**src/shared/sdpi_pkg.sv**
```systemverilog
// Package of constants and carrier types for the memory pin interface
package sdpi_pkg;
    // Bus widths
    localparam int ADDR_W = 14;
    localparam int DATA_W = 32;
    localparam int HALF_W = 16;
    localparam int LANES = 4;
    localparam int RANKS = 4;
    // Clock multiplier choices
    localparam logic [1:0] MULT_2X = 2'h2;
    localparam logic [1:0] MULT_3X = 2'h3;
    // Reset values of pins
    localparam logic [RANKS-1:0] SEL_IDLE = 4'hf;
    localparam logic [LANES-1:0] MASK_ALL = 4'hf;
    // Command codes: {ras_n, cas_n, we_n}
    localparam logic [2:0] CODE_NOP = 3'h7;
    localparam logic [2:0] CODE_ACT = 3'h3;
    localparam logic [2:0] CODE_RD = 3'h5;
    localparam logic [2:0] CODE_WR = 3'h4;
    localparam logic [2:0] CODE_PRE = 3'h2;
    localparam logic [2:0] CODE_REF = 3'h1;
    localparam logic [2:0] CODE_MRS = 3'h0;
    localparam logic [2:0] CODE_BST = 3'h6;

    // Memory commands requested by the controller core
    typedef enum logic [2:0] {
        SDPI_NOP, SDPI_ACT, SDPI_RD, SDPI_WR,
        SDPI_PRE, SDPI_REF, SDPI_MRS, SDPI_BST
    } sdpi_cmd_t;

    // One request from the core, taken on a memory clock edge
    typedef struct packed {
        sdpi_cmd_t cmd;
        logic [1:0] rank;
        logic [ADDR_W-1:0] row;
        logic [ADDR_W-1:0] col;
        logic [3:0] rank_addr;
        logic [DATA_W-1:0] wdata;
        logic [LANES-1:0] wmask;
    } sdpi_req_t;

    // Command pins bundled
    typedef struct packed {
        logic [RANKS-1:0] sel_n;
        logic ras_n;
        logic cas_n;
        logic we_n;
        logic [ADDR_W-1:0] addr;
    } sdpi_pins_t;
endpackage

```
**src/logic/sdpi_clkgen.sv**
```systemverilog
// Memory clock generator: enable high every main clock, level toggling each main clock at either multiplier
`timescale 1ns/1ps
module sdpi_clkgen
    import sdpi_pkg::*;
(
    // Clock and reset
    input wire logic clock,
    input wire logic nrst,
    // Multiplier choice, static while running
    input wire logic [1:0] mult,
    // Enable held high, marking every main clock edge
    output logic mem_edge,
    // Memory clock level
    output logic mem_clk_r
);
    logic [1:0] phase_r; // Position within a run of mult main clocks

    // Count phases; wrap at the multiplier minus one
    always_ff @(posedge clock or negedge nrst) begin
        if (!nrst) begin
            phase_r <= 2'h0;
        end else if (phase_r >= mult - 2'h1) begin
            phase_r <= 2'h0;
        end else begin
            phase_r <= phase_r + 2'h1;
        end
    end

    // Edge pulse each phase; the fast clock is modelled as an enable
    assign mem_edge = 1'b1;

    // Level of the emitted clock, toggling each enable
    always_ff @(posedge clock or negedge nrst) begin
        if (!nrst) begin
            mem_clk_r <= 1'b0;
        end else begin
            mem_clk_r <= ~mem_clk_r;
        end
    end
endmodule

```
**src/logic/sdpi_top.sv**
```systemverilog
// Pin side of the synchronous DRAM interface
// Functional notes
// - Memory clock at half the input, either multiplier
// - Two identical memory clock outputs
// - Row and column share 14-bit address
// - 32-bit data bus, 16-bit option
// - Two identical clock-enable outputs
// - One active-low select per rank
// - Selects become address for 256-Mbit parts
// - Row, column, write strobes active low
// - Four byte masks, one per lane
// - Idle under reset, start on release
`timescale 1ns/1ps
module sdpi_top
    import sdpi_pkg::*;
#(
    parameter int AW = ADDR_W,
    parameter int DW = DATA_W
) (
    // Clock and reset
    input wire logic clock,
    input wire logic nrst,
    // Static configuration
    input wire logic mult_3x,
    input wire logic half_width,
    input wire logic big_parts,
    // Request from core
    input wire logic req_valid,
    output logic req_ready,
    input wire sdpi_req_t req,
    // Read data to core
    output logic rd_valid_r,
    output logic [DW-1:0] rd_data_r,
    // Memory clocks and enables
    output logic mem_clock_out_a,
    output logic mem_clock_out_b,
    output logic mem_clock_enable_a,
    output logic mem_clock_enable_b,
    // Command pins
    output logic rank0_select_n,
    output logic rank1_select_n,
    output logic rank2_select_n,
    output logic rank3_select_n,
    output logic row_strobe_n,
    output logic column_strobe_n,
    output logic write_strobe_n,
    output logic [AW-1:0] mem_row_col_address,
    // Byte masks
    output logic byte_mask_lane0,
    output logic byte_mask_lane1,
    output logic byte_mask_lane2,
    output logic byte_mask_lane3,
    // Data bus as three signals
    input wire logic [DW-1:0] mem_data_in,
    output logic [DW-1:0] mem_data_out_r,
    output logic [DW-1:0] mem_data_oe_r
);
    // Boot states after reset release
    typedef enum logic [1:0] {ST_RESET, ST_BOOT, ST_RUN} sdpi_state_t;

    sdpi_state_t state_r; // Interface phase
    logic mem_edge; // Memory clock enable pulse
    logic mem_clk; // Memory clock level
    sdpi_pins_t pins_r; // Registered command pins
    logic cke_r; // Shared clock enable level
    logic [LANES-1:0] mask_r; // Registered byte masks
    logic [1:0] mult; // Selected multiplier
    // Edges from a read's take until its data sits in the second sync
    // stage: command launch, memory answer, then the two sync flops
    localparam int RD_STAGES = 4;
    logic [RD_STAGES-1:0] rd_pend_r; // Reads in flight, one bit a cycle
    logic [DW-1:0] din_s1_r; // Data pin sync stage one
    logic [DW-1:0] din_s2_r; // Data pin sync stage two

    // Map a command to its strobe code
    function automatic logic [2:0] cmd_code(input sdpi_cmd_t c);
        case (c)
            SDPI_ACT: cmd_code = CODE_ACT;
            SDPI_RD: cmd_code = CODE_RD;
            SDPI_WR: cmd_code = CODE_WR;
            SDPI_PRE: cmd_code = CODE_PRE;
            SDPI_REF: cmd_code = CODE_REF;
            SDPI_MRS: cmd_code = CODE_MRS;
            SDPI_BST: cmd_code = CODE_BST;
            default: cmd_code = CODE_NOP;
        endcase
    endfunction

    // Pick the multiplier
    assign mult = mult_3x ? MULT_3X : MULT_2X;

    // Memory clock generator
    sdpi_clkgen u_clk (
        .clock(clock),
        .nrst(nrst),
        .mult(mult),
        .mem_edge(mem_edge),
        .mem_clk_r(mem_clk)
    );

    // Both clock pins carry one waveform
    assign mem_clock_out_a = mem_clk;
    assign mem_clock_out_b = mem_clk;

    // Boot sequence after reset release
    always_ff @(posedge clock or negedge nrst) begin
        if (!nrst) begin
            state_r <= ST_RESET;
        end else begin
            case (state_r)
                ST_RESET: state_r <= ST_BOOT;
                ST_BOOT: state_r <= ST_RUN;
                ST_RUN: state_r <= ST_RUN;
                default: state_r <= ST_RESET;
            endcase
        end
    end

    // Requests taken only when running, on a memory edge
    assign req_ready = (state_r == ST_RUN) && mem_edge;

    // Clock enable rises one cycle after boot starts, as run starts
    always_ff @(posedge clock or negedge nrst) begin
        if (!nrst) begin
            cke_r <= 1'b0;
        end else begin
            cke_r <= (state_r != ST_RESET);
        end
    end
    assign mem_clock_enable_a = cke_r;
    assign mem_clock_enable_b = cke_r;

    // Command, select and address pins
    always_ff @(posedge clock or negedge nrst) begin
        if (!nrst) begin
            pins_r <= '{sel_n: SEL_IDLE, ras_n: 1'b1, cas_n: 1'b1,
                        we_n: 1'b1, addr: '0};
        end else if (req_valid && req_ready) begin
            // Strobes low per command code
            {pins_r.ras_n, pins_r.cas_n, pins_r.we_n} <=
                cmd_code(req.cmd);
            // Row on activate, column otherwise
            pins_r.addr <= (req.cmd == SDPI_ACT) ? req.row
                                                 : req.col;
            if (big_parts) begin
                pins_r.sel_n <= req.rank_addr;
            end else begin
                pins_r.sel_n <= ~(4'h1 << req.rank);
            end
        end else if (mem_edge) begin
            // No operation: deselect all ranks
            {pins_r.ras_n, pins_r.cas_n, pins_r.we_n} <= CODE_NOP;
            pins_r.sel_n <= SEL_IDLE;
        end
    end

    assign rank0_select_n = pins_r.sel_n[0];
    assign rank1_select_n = pins_r.sel_n[1];
    assign rank2_select_n = pins_r.sel_n[2];
    assign rank3_select_n = pins_r.sel_n[3];
    assign row_strobe_n = pins_r.ras_n;
    assign column_strobe_n = pins_r.cas_n;
    assign write_strobe_n = pins_r.we_n;
    assign mem_row_col_address = pins_r.addr;

    // Write data, drive enables and byte masks
    always_ff @(posedge clock or negedge nrst) begin
        if (!nrst) begin
            mem_data_out_r <= '0;
            mem_data_oe_r <= '0;
            mask_r <= MASK_ALL;
        end else if (req_valid && req_ready && req.cmd == SDPI_WR) begin
            mem_data_out_r <= req.wdata;
            // Upper half stays undriven in narrow mode
            mem_data_oe_r <= half_width ? {{HALF_W{1'b0}}, {HALF_W{1'b1}}}
                                        : '1;
            mask_r <= half_width ? (req.wmask | 4'hc)
                                 : req.wmask;
        end else if (mem_edge) begin
            mem_data_oe_r <= '0;
            mask_r <= (req_valid && req_ready && req.cmd == SDPI_RD)
                      ? (half_width ? 4'hc : 4'h0) : MASK_ALL;
        end
    end
    assign byte_mask_lane0 = mask_r[0];
    assign byte_mask_lane1 = mask_r[1];
    assign byte_mask_lane2 = mask_r[2];
    assign byte_mask_lane3 = mask_r[3];

    // Synchronise the data pins
    always_ff @(posedge clock or negedge nrst) begin
        if (!nrst) begin
            din_s1_r <= '0;
            din_s2_r <= '0;
        end else begin
            din_s1_r <= mem_data_in;
            din_s2_r <= din_s1_r;
        end
    end

    // Track issued reads until their data has crossed the sync stages;
    // capturing earlier would take whatever the bus held before the read
    always_ff @(posedge clock or negedge nrst) begin
        if (!nrst) begin
            rd_pend_r <= '0;
        end else begin
            rd_pend_r <= {rd_pend_r[RD_STAGES-2:0],
                          req_valid && req_ready && req.cmd == SDPI_RD};
        end
    end

    // Capture read data, zero-extending the narrow bus
    always_ff @(posedge clock or negedge nrst) begin
        if (!nrst) begin
            rd_valid_r <= 1'b0;
            rd_data_r <= '0;
        end else begin
            rd_valid_r <= rd_pend_r[RD_STAGES-1];
            if (rd_pend_r[RD_STAGES-1]) begin
                rd_data_r <= half_width
                    ? {{HALF_W{1'b0}}, din_s2_r[HALF_W-1:0]}
                    : din_s2_r;
            end
        end
    end
endmodule

```
**config.mk**
```make
export PLATFORM = sky130hd
export DESIGN_NAME = sdpi_top
export DESIGN_NICKNAME = d
export VERILOG_FILES = /design/src/shared/sdpi_pkg.sv /design/src/logic/sdpi_clkgen.sv /design/src/logic/sdpi_top.sv
export SDC_FILE = /design/constraint.sdc
export NUM_CORES = 1
export LEC_CHECK = 0
export BUFFER_PORTS_ARGS = -buffer_cell sky130_fd_sc_hd__buf_2
export CAP_MARGIN = 20
export CORE_MARGIN = 1.5
export CORE_UTILIZATION = 35
export DETAILED_ROUTE_END_ITERATION = 10
export PLACE_DENSITY = 0.73
export SYNTH_ARGS = -nofsm -noshare
export SYNTH_HDL_FRONTEND = slang
export SYNTH_SLANG_ARGS = --single-unit
```
**constraint.sdc**
```tcl
create_clock -name clock -period 3.1 [get_ports clock]
set_clock_uncertainty 0.15 [all_clocks]
set_input_delay 0 -clock clock [delete_from_list [all_inputs] [get_ports clock]]
set_output_delay 0 -clock clock [all_outputs]
set_load 0.01 [all_outputs]
```
=== After elaboration in Yosys (flattened, before gate mapping) ===
Index checks and enable logic that the tools add are counted.

* Eq/ne operators: 9
* Shifts and indexed selects: 1
* Muxes and demuxes: 12
* Bitwise operators: 2
* Reduce and logical (&&, ||, !) cells: 6

{| class="wikitable"
|+ Operators by type and width
! kind !! number
|-
| $mux 32 || 3
|-
| $pmux 3 s7 || 1
|-
| $mux 4 || 5
|-
| $mux 14 || 1
|-
| $eq 3x3->1 const B || 4
|-
| $mux 7 || 1
|-
| $eq 3x2->1 const B || 2
|-
| $not 4->4 || 1
|-
| $pmux 2 s2 || 1
|-
| $shl 1x2->4 const A || 1
|-
| $eq 3x1->1 const B || 1
|-
| $logic_and 1x1->1 || 3
|-
| $eq 2x1->1 const B || 1
|-
| $eq 2x2->1 const B || 1
|-
| $logic_not 2->1 || 1
|-
| $reduce_bool 2->1 || 1
|-
| $reduce_or 2->1 || 1
|-
| $not 1->1 || 1
|}

* Register bits: 194
* Input bits: 111
* Output and inout bits: 127
* Logic and storage cells: 46

=== Longest topological paths before layout ===
* Depth in word-level cells: 5
* Depth in mapped cells: 7
* Depth with buffers taken out: 5

=== Hierarchy ===
From an unflattened synthesis, not the netlist that was laid out.

* Cells, all modules: 429
* Area, all modules: 5,895.7 um2

{| class="wikitable"
|+ By module, submodules not included
! module !! instances !! cells each !! area an instance (um2) !! seq. area each (um2)
|-
| sdpi_top || 1 || 425 || 5,855.6 || 4,092.7
|-
| sdpi_clkgen || 1 || 4 || 40.0 || 25.0
|}

=== Least setup slack after synthesis ===
Ideal clock, no wire load.

* Path kind: reg2reg
* Start point: reg state_r[0]
* End point: reg mem_data_out_r[10]
* Library setup time: 0.125 ns
* Arrival time: 1.562 ns
* Required time: 2.825 ns
* Path slack: 1.263 ns
* Stages on the path, launching flop included: 8
* Path buffers: 2
* Clock period less this slack: 1.837 ns
* Cells stage by stage: dfrtp_1 inv_1 ha_1 and2_1 buf_4 nand4b_4 buf_6 mux2_4

* Longest elaborated chain between the ends: 3

{| class="wikitable"
|+ RTL lines
! element !! line !! RTL
|-
| from (decl) || sdpi_top.sv:61 || <nowiki>sdpi_state_t state_r;</nowiki>
|-
| from (signal assigned) || sdpi_top.sv:108 || <nowiki>state_r <= ST_RESET;</nowiki>
|-
| from (signal assigned) || sdpi_top.sv:111 || <nowiki>ST_RESET: state_r <= ST_BOOT;</nowiki>
|-
| from (signal assigned) || sdpi_top.sv:112 || <nowiki>ST_BOOT: state_r <= ST_RUN;</nowiki>
|-
| $eq 2x2->1 || sdpi_top.sv:120 || <nowiki>assign req_ready = (state_r == ST_RUN) && mem_edge;</nowiki>
|-
| named net req_ready || sdpi_top.sv:29 || <nowiki>output logic req_ready,</nowiki>
|-
| $logic_and 1x1->1 (2 in series) || sdpi_top.sv:172 || <nowiki>end else if (req_valid && req_ready && req.cmd == SDPI_WR) begin</nowiki>
|-
| to (signal assigned) || sdpi_top.sv:173 || <nowiki>mem_data_out_r <= req.wdata;</nowiki>
|-
| to (decl) || sdpi_top.sv:55 || <nowiki>output logic [DW-1:0] mem_data_out_r,</nowiki>
|}

The timed path passes the listed nets, and every way through them passes these cells.
A chain may end at the register's enable or synchronous reset.

=== Worst setup path in the final report ===
* Start point: in req[70] in the netlist's numbering
* End point: reg pins_r (netlist bit mem_row_col_address[12])

* Longest elaborated chain between the ends: 2

{| class="wikitable"
|+ RTL lines
! element !! line !! RTL
|-
| from (decl) || sdpi_top.sv:30 || <nowiki>input wire sdpi_req_t req,</nowiki>
|-
| $eq 3x1->1 || sdpi_top.sv:143 || <nowiki>pins_r.addr <= (req.cmd == SDPI_ACT) ? req.row</nowiki>
|-
| $mux 14 || sdpi_top.sv:143 ||
|-
| to (signal assigned) || sdpi_top.sv:136 || <nowiki>pins_r <= '{sel_n: SEL_IDLE, ras_n: 1'b1, cas_n: 1'b1,</nowiki>
|-
| to (decl) || sdpi_top.sv:64 || <nowiki>sdpi_pins_t pins_r;</nowiki>
|}

No other way between the ends.

==> results.txt <==
The run finished with clean final reports. The analysis attributes to cell leakage a power of approximately 4.4 nW. Input and output buffers added on the ports amount to about 240. The DRC violations left is 0. OpenSTA, run right after detailed placement, puts the worst setup slack at about 0.70 ns.

Counting along the longest clock path gives a buffer depth of 2. The combined flip-flop and latch cell area came out at slightly above 0.004 sq mm. In this run switching power makes up 25.8% of total power.

The maximum ir drop on the vdd rail came out at around 0.00037 V. The critical path goes through dlygate4sd3_1, buf_2, nor3b_2, nand2_1, dlygate4sd3_1, a31oi_1, dlygate4sd3_1. The synthesized netlist contains 27 unique library cells. The CTS clock-pin slew for the worst setup and hold paths is around 0.070 ns. The core area is roughly 0.017 sq mm. The net load switching power came out at approximately 1.4 mW.

The first-iteration detailed-routing DRC count is 165. The required time reported for the critical path endpoint is 3.30 ns. The vertical die dimension came out at ~130 um. After synthesis the cells add up to just under 0.006 sq mm. 0 antenna diodes ended up in the layout. By area the synthesized netlist is led by sky130_fd_sc_hd__dfrtp_1 (65%), sky130_fd_sc_hd__mux2_4 (7.1%), sky130_fd_sc_hd__dfstp_2 (4.9%).

The period utilization is 87.5%. The number of setup violations in the final report is 0. The transition time at the pin with the least slew margin came out at roughly 0.86 ns. The clock share of power is ~37%. Relative to the synthesized area, the layout overhead comes to 50.8%. The multi-input gate area in the final layout is between 0.001 and 0.0015 sq mm. The count of max-cap constraint violations came out at 0. The total nets after synthesis came out at between 500 and 600. Setup repair after global routing left no endpoint under its margin. The final global-route overflow total came out at 0. The total negative slack for setup checks came out at 0 ns.

The library cell occupying the most area in the post-synthesis netlist is sky130_fd_sc_hd__dfrtp_1. The library cell used as clock root buffer is sky130_fd_sc_hd__clkbuf_16. The share of cells above drive strength 1 is 44.3%. The critical path in this run is classified as in2reg.

The number of clock buffers inserted by TritonCTS came out at 17. The via count of the first global-routing pass is approximately 4500. The overall power after layout is 5.45 mW.

The first detailed-routing pass took 4 iterations. The number of inserted filler cells in the final layout came out at 1360. The horizontal die dimension is between 100 and 150 um. The maximum clock rate is ~370 MHz. The cell-internal power came out at around 4 mW.

The register area share after synthesis came out at between 60% and 70%. TritonCTS built the clock tree. By instance count, the cell type seen most on the critical path is sky130_fd_sc_hd__dlygate4sd3_1. The clock reaches the later pin of the worst-skew pair after slightly above 0.4 ns. The routed layout has around 4200 vias. Yosys printed 0 warnings.

The tightest min-delay check is of the in2async type. The die area is 0.0176 sq mm. The share of the synthesized area in the top cell type came out at around 65%. The initial antenna violation count came out at 0. The site row count came out at between 40 and 50.

For this run, the total global-route usage over all layers was measured as between 10% and 20%. The setup slack after layout is 0.388 ns. The final wirelength is between 10000 and 15000 um. The routed length per instance is ~14 um. The first global-routing pass estimated 22600 um of wire.

The starting density of the core came out at between 30% and 40%. The headroom to the max-slew limit came out at 42.4%. The post-route minimum period is between 2 and 3 ns. The total power divided by cell area is 613 mW/mm^2.

On the critical path, the stage with the largest delay is an instance of sky130_fd_sc_hd__nor3b_2. The worst setup path is captured at a register. The number of cells after detailed placement is between 800 and 900.

The data arrival time of the critical path came out at slightly below 3 ns. The gate count of the mapped netlist is 408. The number of cells in the finished layout apart from fillers came out at a little under 1000. The final layout contains ~860 nets. The final count of pins violating max slew came out at 0. The clock sink count is 164. The mean post-synth cell area came out at between 10 and 15 sq um. The power share of the sequential group came out at around 46%. The number of synthesized register bits came out at approximately 160. Of all nets on the critical path, the largest fanout is 14. The placed wire-length estimate is 8390 um.

The H-tree depth is 4. The maximum number of pins on one net before global-route repair is 76. The last weighted congestion value of the routability-driven placer came out at around 0.77. The biggest cell delay along the critical path came out at approximately 0.70 ns.

The I/O pin count is between 200 and 250. The worst slack on hold paths came out at approximately 0.028 ns. The final number of hold-violating endpoints was 0. Using the TritonRoute via totals, the vias-per-cell ratio works out to ~4.3.

The combinational cell fraction of total power is between 10% and 20%. STA classifies the critical path startpoint as a primary input. The detail route stage leaves a number of antenna-violating nets equal to 0.
## per-layer routing
metal / GRT usage [%] / part of all wire [%]
met4: 6.29 / 1.7
met1: 19.2 / 40
met2: 29.3 / 53
met3: 4.52 / 5.1
met5: 0 / 0
## cells in the mapped netlist
| cell | instances |
|---|---|
| sky130_fd_sc_hd__nand4b_1 | 1 |
| sky130_fd_sc_hd__nand2_1 | 36 |
| sky130_fd_sc_hd__ha_1 | 3 |
| sky130_fd_sc_hd__nand4b_4 | 1 |
| sky130_fd_sc_hd__inv_1 | 21 |
| sky130_fd_sc_hd__o21ai_0 | 21 |
| sky130_fd_sc_hd__a21o_1 | 2 |
| sky130_fd_sc_hd__nor3b_2 | 1 |
| sky130_fd_sc_hd__xnor2_1 | 1 |
| sky130_fd_sc_hd__dfrtp_1 | 153 |
| sky130_fd_sc_hd__and2_1 | 2 |
| sky130_fd_sc_hd__a31oi_1 | 14 |
| sky130_fd_sc_hd__nand3b_1 | 16 |
| sky130_fd_sc_hd__mux2_2 | 20 |
| sky130_fd_sc_hd__or3b_1 | 1 |
| sky130_fd_sc_hd__nor2_1 | 17 |
| sky130_fd_sc_hd__nor3_1 | 1 |
| sky130_fd_sc_hd__buf_4 | 34 |
| sky130_fd_sc_hd__nor2b_1 | 5 |
| sky130_fd_sc_hd__clkbuf_1 | 8 |
| sky130_fd_sc_hd__mux2_4 | 28 |
| sky130_fd_sc_hd__mux2i_1 | 1 |
| sky130_fd_sc_hd__dfstp_2 | 11 |
| sky130_fd_sc_hd__buf_6 | 4 |
| sky130_fd_sc_hd__clkbuf_2 | 1 |
| sky130_fd_sc_hd__nor3b_1 | 2 |
| sky130_fd_sc_hd__buf_2 | 3 |
## per-stage QoR
stage / util [%] / instance area, sq um
after floorplan: - / 5890
after global placement: 42.6 / 7040
after detailed placement: 42.6 / 7040
after CTS: 53.8 / 8890
after global routing: 53.8 / 8890
final: 53.8 / 8890
## final timing paths
path	startpoint	to	slack, ns	depth (start not counted)
setup / recovery	req[70]	mem_row_col_address[12]$_DFFE_PN0N_	0.39	7
hold / removal	nrst	rank3_select_n$_DFF_PN1_	0.03	2
setup reg to reg	state_r[0]$_DFF_PN0_	mem_data_out_r[29]$_DFFE_PN0P_	0.71	5
hold reg to reg	din_s1_r[24]$_DFF_PN0_	din_s2_r[24]$_DFF_PN0_	0.20	0
max in group asynchronous	nrst	column_strobe_n$_DFF_PN1_	2.32	3
min in group clock	mem_data_in[12]	din_s1_r[12]$_DFF_PN0_	0.07	2
## cell usage in the layout, fill, tap and decap left out, drive strengths merged, types with 2 or more instances in the layout
| master | Yosys | final |
|---|---|---|
| clkinv | 0 | 4 |
| nand3b | 16 | 16 |
| dfstp | 11 | 11 |
| inv | 21 | 28 |
| buf | 41 | 240 |
| dlygate4sd3 | 0 | 124 |
| a21o | 2 | 2 |
| clkbuf | 9 | 18 |
| dfrtp | 153 | 153 |
| ha | 3 | 3 |
| nand2 | 36 | 36 |
| a31oi | 14 | 14 |
| clkinvlp | 0 | 2 |
| nor3b | 3 | 3 |
| o21ai | 21 | 21 |
| nor2 | 17 | 17 |
| and2 | 2 | 2 |
| mux2 | 48 | 48 |
| nor2b | 5 | 5 |
| nand4b | 2 | 2 |
## power groups by stage
| stage | combinational (mW) | sequential, mW | clock, mW |
|---|---|---|---|
| after floorplan | 0.276 | 2.64 | 0 |
| after global placement | 0.734 | 2.54 | 0 |
| after detailed placement | 0.755 | 2.55 | 0 |
| after CTS | 0.892 | 2.52 | 2.11 |
| after global routing | 0.964 | 2.55 | 2.19 |
| final | 0.891 | 2.52 | 2.04 |
## cell type report
| cell class | count | share of cell area [%] |
|---|---|---|
| clock inverters | 14 | 1.56 |
| well taps | 220 | 3.10 |
| inverters | 21 | 0.887 |
| flip-flops and latches | 164 | 46.3 |
| repair buffers | 364 | 28.0 |
| clock buffers | 18 | 4.94 |
| multi-input cells | 173 | 15.1 |
## repair_timing
item | in CTS | in global routing
setup buffers | 0 | 0
endpoints found under the setup margin | 0 | 0
endpoints found under the hold margin | 268 | 0
hold buffers | 125 | 0
gates resized for setup | 0 | 0
## worst max-delay path: cells and delay by family
| kind | cells | cell delay [ns] |
|---|---|---|
| buf+inv | 4 | 1.90 |
| compound gates | 1 | 0.18 |
| simple gates | 2 | 0.83 |
## logic make-up after synthesis
kind of cell    after synthesis  synth area share, %
xor+xnor                      1                0.149
simple gates                 83                 7.41
buf+inv                      71                 7.28
flops                       164                 69.9
compound gates               37                 3.52
mux                          49                 11.1
fa+ha+maj                     3                0.637
## registers in the layout, indices dropped and copies added (netlist names), 4 cells and up
register / cells
rd_pend_r: 4
din_s2_r: 32
rd_data_r: 32
mem_row_col_address: 14
mem_data_out_r: 32
din_s1_r: 32
mask_r: 4
(Power assumes the default switching activity.)
